$ cat config.mk
export PLATFORM = sky130hd
export DESIGN_NAME = adcc_control
export DESIGN_NICKNAME = d
export VERILOG_FILES = /design/src/hdl/adcc_pkg.sv /design/src/hdl/adcc_control.sv
export SDC_FILE = /design/constraint.sdc
export NUM_CORES = 1
export LEC_CHECK = 0
export BUFFER_PORTS_ARGS = -buffer_cell sky130_fd_sc_hd__buf_2
export CAP_MARGIN = 5
export CORE_ASPECT_RATIO = 1.1
export CORE_UTILIZATION = 48
export CTS_CLUSTER_DIAMETER = 100
export DETAILED_ROUTE_END_ITERATION = 8
export PLACE_DENSITY = 0.68
export REMOVE_ABC_BUFFERS = 1
export SETUP_SLACK_MARGIN = 0.15
export SYNTH_ARGS = -nofsm -noshare
export SYNTH_HDL_FRONTEND = slang
export SYNTH_SLANG_ARGS = --single-unit
$ cat constraint.sdc
create_clock -name clk -period 2 [get_ports clk]
set_input_delay 0.2 -clock clk [delete_from_list [all_inputs] [get_ports clk]]
set_output_delay 0.2 -clock clk [all_outputs]
set_load 0.02 [all_outputs]
$ cat src/hdl/adcc_pkg.sv
// Package with register map, field positions and types for the ADC control
package adcc_pkg;
  // ==========================================================
  // Register map (word index on the plain register port)
  localparam int ADDR_W = 3;
  localparam logic [2:0] OFF_MAIN = 3'h0;
  localparam logic [2:0] OFF_AUX = 3'h1;
  localparam logic [2:0] OFF_RES_HIGH = 3'h2;
  localparam logic [2:0] OFF_RES_LOW = 3'h3;
  localparam logic [2:0] OFF_INT_STATUS = 3'h4;
  localparam logic [2:0] OFF_INT_MASK = 3'h5;

  // ==========================================================
  // Field positions of adc_control_main
  localparam int MAIN_START = 7;
  localparam int MAIN_BUSY = 6;
  localparam int MAIN_POWER_OFF = 5;
  localparam int MAIN_ALIGN = 4;
  localparam int MAIN_CHAN_LSB = 0;

  // ==========================================================
  // Field positions of adc_control_aux
  localparam int AUX_EXT = 7;
  localparam int AUX_BANDGAP = 6;
  localparam int AUX_REF = 4;
  localparam int AUX_CLK_LSB = 0;

  // ==========================================================
  // Interrupt status bits and reset values
  localparam int INT_DONE = 0;
  localparam logic [7:0] RST_MAIN = 8'h60;
  localparam logic [7:0] RST_AUX = 8'h00;
  localparam logic [7:0] RST_INT = 8'h00;
  localparam logic [2:0] CLK_UNDEFINED = 3'h7;

  // ==========================================================
  // Carriers
  typedef struct packed {
    logic [ADDR_W-1:0] addr;
    logic [7:0] wdata;
    logic write;
    logic read;
  } adcc_bus_t;

  typedef struct packed {
    logic powerOn;
    logic convReset;
    logic convStart;
    logic convClkTick;
    logic [7:0] analogSelect;
    logic bandgapEnable;
    logic bandgapRoute;
    logic refExternal;
  } adcc_conv_t;
endpackage

$ cat src/hdl/adcc_control.sv
// Register file, start sequencing, routing and clock divider of the ADC
// How it works
// - Alignment bit picks result position in bytes
// - Twelve-bit result held across two bytes
// - Channel bits select input 0..7 binary
// - At most one input routed to converter; none when powered off or external channel selected
// - Clock select field sets conversion clock
// - Divide system clock by 1..64
// - Start low-high-low begins; high holds reset
// - Completion clears busy, sets interrupt flag
//
// The placing of the registers and the strobed register port were decided locally.
`timescale 1ns/10ps
`default_nettype none
module adcc_control (
  // Clock and reset
  input wire logic clk,
  input wire logic rst,
  // Register port
  input wire adcc_pkg::adcc_bus_t bus,
  output logic [7:0] rdata,
  // Converter macro
  output var adcc_pkg::adcc_conv_t conv,
  input wire logic convDone,
  input wire logic [11:0] convData,
  // Interrupt
  output logic irq
);
  // ==========================================================
  // Register state
  logic startBit;
  logic busy;
  logic powerOff;
  logic align;
  logic [2:0] chanSel;
  logic chanExt;
  logic bandgapEn;
  logic refSel;
  logic [2:0] clkSel;
  logic [11:0] result;
  logic [7:0] intStatus;
  logic [7:0] intMask;
  logic [5:0] divCnt;
  logic convStartPulse;
  logic convTick;

  logic wrMain;
  logic wrAux;
  logic startFall;
  logic finish;
  logic [7:0] resHigh;
  logic [7:0] resLow;
  logic [7:0] next_rdata;

  function automatic logic [5:0] divMask(input logic [2:0] code);
    case (code)
      3'h0: divMask = 6'h00;
      3'h1: divMask = 6'h01;
      3'h2: divMask = 6'h03;
      3'h3: divMask = 6'h07;
      3'h4: divMask = 6'h0f;
      3'h5: divMask = 6'h1f;
      default: divMask = 6'h3f;
    endcase
  endfunction

  assign wrMain = bus.write && bus.addr == adcc_pkg::OFF_MAIN;
  assign wrAux = bus.write && bus.addr == adcc_pkg::OFF_AUX;
  assign startFall = wrMain && startBit &&
                     !bus.wdata[adcc_pkg::MAIN_START];
  assign finish = busy && !startBit && convDone;

  // ==========================================================
  // Control registers
  always_ff @(posedge clk) begin
    if (rst) begin
      startBit <= adcc_pkg::RST_MAIN[adcc_pkg::MAIN_START];
      powerOff <= adcc_pkg::RST_MAIN[adcc_pkg::MAIN_POWER_OFF];
      align <= adcc_pkg::RST_MAIN[adcc_pkg::MAIN_ALIGN];
      chanSel <= adcc_pkg::RST_MAIN[adcc_pkg::MAIN_CHAN_LSB +: 3];
    end else if (wrMain) begin
      startBit <= bus.wdata[adcc_pkg::MAIN_START];
      powerOff <= bus.wdata[adcc_pkg::MAIN_POWER_OFF];
      align <= bus.wdata[adcc_pkg::MAIN_ALIGN];
      chanSel <= bus.wdata[adcc_pkg::MAIN_CHAN_LSB +: 3];
    end
  end

  always_ff @(posedge clk) begin
    if (rst) begin
      chanExt <= adcc_pkg::RST_AUX[adcc_pkg::AUX_EXT];
      bandgapEn <= adcc_pkg::RST_AUX[adcc_pkg::AUX_BANDGAP];
      refSel <= adcc_pkg::RST_AUX[adcc_pkg::AUX_REF];
      clkSel <= adcc_pkg::RST_AUX[adcc_pkg::AUX_CLK_LSB +: 3];
    end else if (wrAux) begin
      chanExt <= bus.wdata[adcc_pkg::AUX_EXT];
      bandgapEn <= bus.wdata[adcc_pkg::AUX_BANDGAP];
      refSel <= bus.wdata[adcc_pkg::AUX_REF];
      clkSel <= bus.wdata[adcc_pkg::AUX_CLK_LSB +: 3];
    end
  end

  // ==========================================================
  // Start sequencing and busy flag
  // Busy only drops on a real completion, so a power-off start stays busy
  always_ff @(posedge clk) begin
    if (rst) begin
      busy <= adcc_pkg::RST_MAIN[adcc_pkg::MAIN_BUSY];
    end else if (startBit || (wrMain && bus.wdata[adcc_pkg::MAIN_START])) begin
      busy <= 1'b1;
    end else if (finish) begin
      busy <= 1'b0;
    end
  end

  always_ff @(posedge clk) begin
    if (rst) begin
      convStartPulse <= 1'b0;
    end else begin
      convStartPulse <= startFall && !powerOff;
    end
  end

  always_ff @(posedge clk) begin
    if (rst) begin
      result <= 12'h000;
    end else if (finish) begin
      result <= convData;
    end
  end

  // ==========================================================
  // Conversion clock divider
  // Code 111 is undefined: the tick stops rather than guess a ratio
  always_ff @(posedge clk) begin
    if (rst || powerOff) begin
      divCnt <= 6'h00;
      convTick <= 1'b0;
    end else begin
      divCnt <= divCnt + 6'h01;
      convTick <= clkSel != adcc_pkg::CLK_UNDEFINED &&
                  (divCnt & divMask(clkSel)) == divMask(clkSel);
    end
  end

  // ==========================================================
  // Converter control outputs
  always_comb begin
    conv.powerOn = !powerOff;
    conv.convReset = startBit || powerOff;
    conv.convStart = convStartPulse;
    conv.convClkTick = convTick;
    conv.analogSelect = 8'h00;
    if (!powerOff && !chanExt) begin
      conv.analogSelect[chanSel] = 1'b1;
    end
    conv.bandgapEnable = bandgapEn;
    conv.bandgapRoute = chanExt && bandgapEn && !powerOff;
    conv.refExternal = refSel;
  end

  // ==========================================================
  // Interrupt status and mask
  always_ff @(posedge clk) begin
    if (rst) begin
      intStatus <= adcc_pkg::RST_INT;
    end else begin
      // Set wins over a simultaneous write-one clear
      for (int i = 0; i < 8; i++) begin
        if (i == adcc_pkg::INT_DONE && finish) begin
          intStatus[i] <= 1'b1;
        end else if (bus.write && bus.addr == adcc_pkg::OFF_INT_STATUS &&
                     bus.wdata[i]) begin
          intStatus[i] <= 1'b0;
        end
      end
    end
  end

  always_ff @(posedge clk) begin
    if (rst) begin
      intMask <= adcc_pkg::RST_INT;
    end else if (bus.write && bus.addr == adcc_pkg::OFF_INT_MASK) begin
      intMask <= bus.wdata;
    end
  end

  assign irq = |(intStatus & intMask);

  // ==========================================================
  // Read path
  always_comb begin
    if (align) begin
      resHigh = {4'h0, result[11:8]};
      resLow = result[7:0];
    end else begin
      resHigh = result[11:4];
      resLow = {result[3:0], 4'h0};
    end
    unique case (bus.addr)
      adcc_pkg::OFF_MAIN: next_rdata = {startBit, busy, powerOff, align,
                                        1'b0, chanSel};
      adcc_pkg::OFF_AUX: next_rdata = {chanExt, bandgapEn, 1'b0, refSel,
                                       1'b0, clkSel};
      adcc_pkg::OFF_RES_HIGH: next_rdata = resHigh;
      adcc_pkg::OFF_RES_LOW: next_rdata = resLow;
      adcc_pkg::OFF_INT_STATUS: next_rdata = intStatus;
      adcc_pkg::OFF_INT_MASK: next_rdata = intMask;
      default: next_rdata = 8'h00;
    endcase
  end

  always_ff @(posedge clk) begin
    if (rst) begin
      rdata <= 8'h00;
    end else if (bus.read) begin
      rdata <= next_rdata;
    end else begin
      rdata <= 8'h00;
    end
  end
endmodule
`default_nettype wire

==> impl_results.md <==
- Outcome: complete, no violations
- Worst endpoint required time: 1.80 ns
- Static leakage: 1.09 nW
- Layout cells sized above 1: 22.8%
- Sink Count: 50
- Critical hold path startpoint: bus[9]
- Flop2flop setup slack: 0.56 ns
- Fraction of registers with async set/reset: 0%
- Mapped cell area: 2260 µm²
- Slowest-stage cell, CP: or3_1
- Global-route wire length before repair: 7970 µm
- EDFF count, synth: 0
- Gate power share: 9.9%
- WHS Endpoint: convStartPulse
- Grt ovf: 0
- Final worst path period need: 1.62 ns
- # DRC: 0
- Crit path kind: reg2out
- Number of hold buffers added after cts: 0
- Worst slew pin tran: 0.513 ns
- Initial antenna violation count: 0
- CP Data Arrival Time: 1.42 ns
- CTS tree: yes
- Wire length per cell after detailed routing: 13.3 µm
- Power Dens Cells: 698 nW/µm²
- Sequential element share of the synthesized area: 44.2%
- R2R cell count: 4
- Max incr delay on CP: 0.41 ns
- Final setup violation count: 0
- CP endpoint kind: output pin
- Critical path origin: chanExt
- Switch share: 24.2%
- DR vias/cell: 5.39
- Startpoint types: flop
- Max-slew violation count: 0
- Worst Path Max Fanout: 7
- Worst skew pair latency: 0.30 ns
- Core Region: 4410 µm²
- Max VDD drop: 0.443 mV
- GPL Wtd Cong: 0.835
- Final period util: 81.2%
- Die area: 4990 µm²
- Most frequent cells in the layout: nand2_1, buf_2, dfxtp_1
- Buffers on Ports: 51
- Fillcell total: 434
- Via Count: 1972
- DRT iter0 DRCs: 137
- Die X: 67.5 µm
- Post-DP Area: 2500 µm²
- # diodes: 0
- Fin cells: 366
- Setup Fix Bufs, Post-CTS: 0
- Critical R2R Capture: rdata[5]
- Final WL: 4850 µm
- Yosys warns: 0
- Normalized max-slew margin: 65.7%
- Cts bufs inserted: 5
- Internal Power: 1.37 mW
- Synth Register Bits: 50
- Initial Utilization: 51.3%
- Multi-input gate area: 1110 µm²
- Layout Utilization: 58.5%
- Sum Neg Setup Slack: 0 ns
- Area growth from synthesis to layout: 14.0%
- Clock slew at reported path FFs: 0.08 ns
- Mean Syn Cell Area: 8.35 µm²
- Clock power share: 31.9%
- Final Hold Viols: 0
- Post-cts repair resize count: 0
- Root buf cell: clkbuf_8
- Worst min-delay path category: in2reg
- # Max-Cap Violations: 0
- Chip height: 74.0 µm
- RSZ-0062 raised after global routing: no
- Total GRT Usage: 21.5%
- FMAX: 615 MHz
- Cells after synthesis: 271
- WP buf/inv: 1
- Post-layout instance area: 2580 µm²
- Overall power: 1.80 mW
- Crit path cell chain: or3_1 -> nor3_1 -> buf_2
- Worst R2R Start: align
- Final nets: 342
- Sequential power share: 58.1%
- FF/Latch Area: 1000 µm²
- Post-DP HPWL: 3660 µm
- Top delay family on crit path: simple AND/OR/NAND/NOR gates
- Antenna Violating Nets Remaining: 0
- Max Root-Sink Buffers: 2
- Placed Cells: 360
- Unique masters post-synth: 44
- Ports: 52
- WHS Path Cells: 2
- Cell row count: 25
- Vias in the first global route: 1677
- Router iterations before antenna repair: 4
- NetSw: 0.437 mW
- Largest net degree at the start of global routing: 27
- H-tree Lvls: 2
- Layout Skew: 0.00292 ns
- Synth Flop Type: dfxtp_1
- Number of stages on the worst setup path: 3
## final cells by class
class / count / share of cell area, %
Sequential cell: 50 / 38.8
Multi-Input combinational cell: 192 / 43.2
Timing Repair Buffer: 54 / 10.8
Tap cell: 54 / 2.62
Clock buffer: 6 / 3.20
Inverter: 10 / 1.45
## power groups by stage
stage	Clock (mW)	Sequential (mW)	Combinational (mW)
finish	0.575	1.05	0.179
CTS	0.588	1.05	0.181
floorplan	0	1.07	0.0948
global placement	0	1.07	0.180
global route	0.627	1.05	0.202
detailed placement	0	1.07	0.180
## through the flow
| step | hold WS, ns | setup WS, ns |
|---|---|---|
| after detailed placement | 0.433 | 0.381 |
| final | 0.126 | 0.375 |
| after floorplan | 0.262 | 0.494 |
| after CTS | 0.117 | 0.379 |
| after global placement | 0.441 | 0.411 |
| after global routing | 0.122 | 0.281 |
## cell usage after synthesis (all sizes together) (2+ instances only)
library cell,count,share of area [%]
a21oi,28,6.4
buf,8,3.0
dfxtp,50,44
nor4,4,1.1
nor2,29,4.9
and3,5,1.4
a21o,2,0.72
nor3,6,1.3
clkbuf,11,1.8
xnor2,3,1.2
mux2,3,1.5
or2,4,1.2
nand3,4,0.88
nand2b,5,1.4
mux2i,21,9.3
nand2,51,8.5
a221oi,5,1.9
o21ai,2,0.44
inv,10,1.7
nand3b,2,0.66
o32ai,3,1.2
## state kept, by name (all words and copies together), names as in the netlist, 3 cells and up
register / count
result: 12
intMask: 8
rdata: 8
divCnt: 6
chanSel: 3
clkSel: 3
## worst max path at each step
stage | end | slack, ns
after global placement | powerOff | 0.41
after floorplan | conv[5] | 0.49
after CTS | conv[3] | 0.38
after detailed placement | startBit | 0.38
after global routing | conv[3] | 0.28
final | conv[3] | 0.38
## metal layers
| metal | track usage (%) | vias up | wire length [µm] |
|---|---|---|---|
| met5 | 0 | - | 0 |
| met4 | 7.80 | 0 | 81 |
| met3 | 5.06 | 7 | 294 |
| met2 | 32.9 | 54 | 2240 |
| met1 | 29.3 | 912 | 2240 |
| li1 | - | 999 | - |
## cells by family (layout without fill, tap and decap cells)
group / count (synthesis) / after routing / share of synthesized area (%)
flip-flops: 50 / 50 / 44.2
multiplexers: 24 / 24 / 10.8
AO/OA/AOI/OAI: 48 / 48 / 13.3
XOR/XNOR: 4 / 4 / 1.55
AND/OR/NAND/NOR: 115 / 115 / 23.1
adder cells (fa/ha/maj): 1 / 1 / 0.553
buffers and inverters: 29 / 70 / 6.52
No activity file was read; power rests on OpenSTA's default activity.
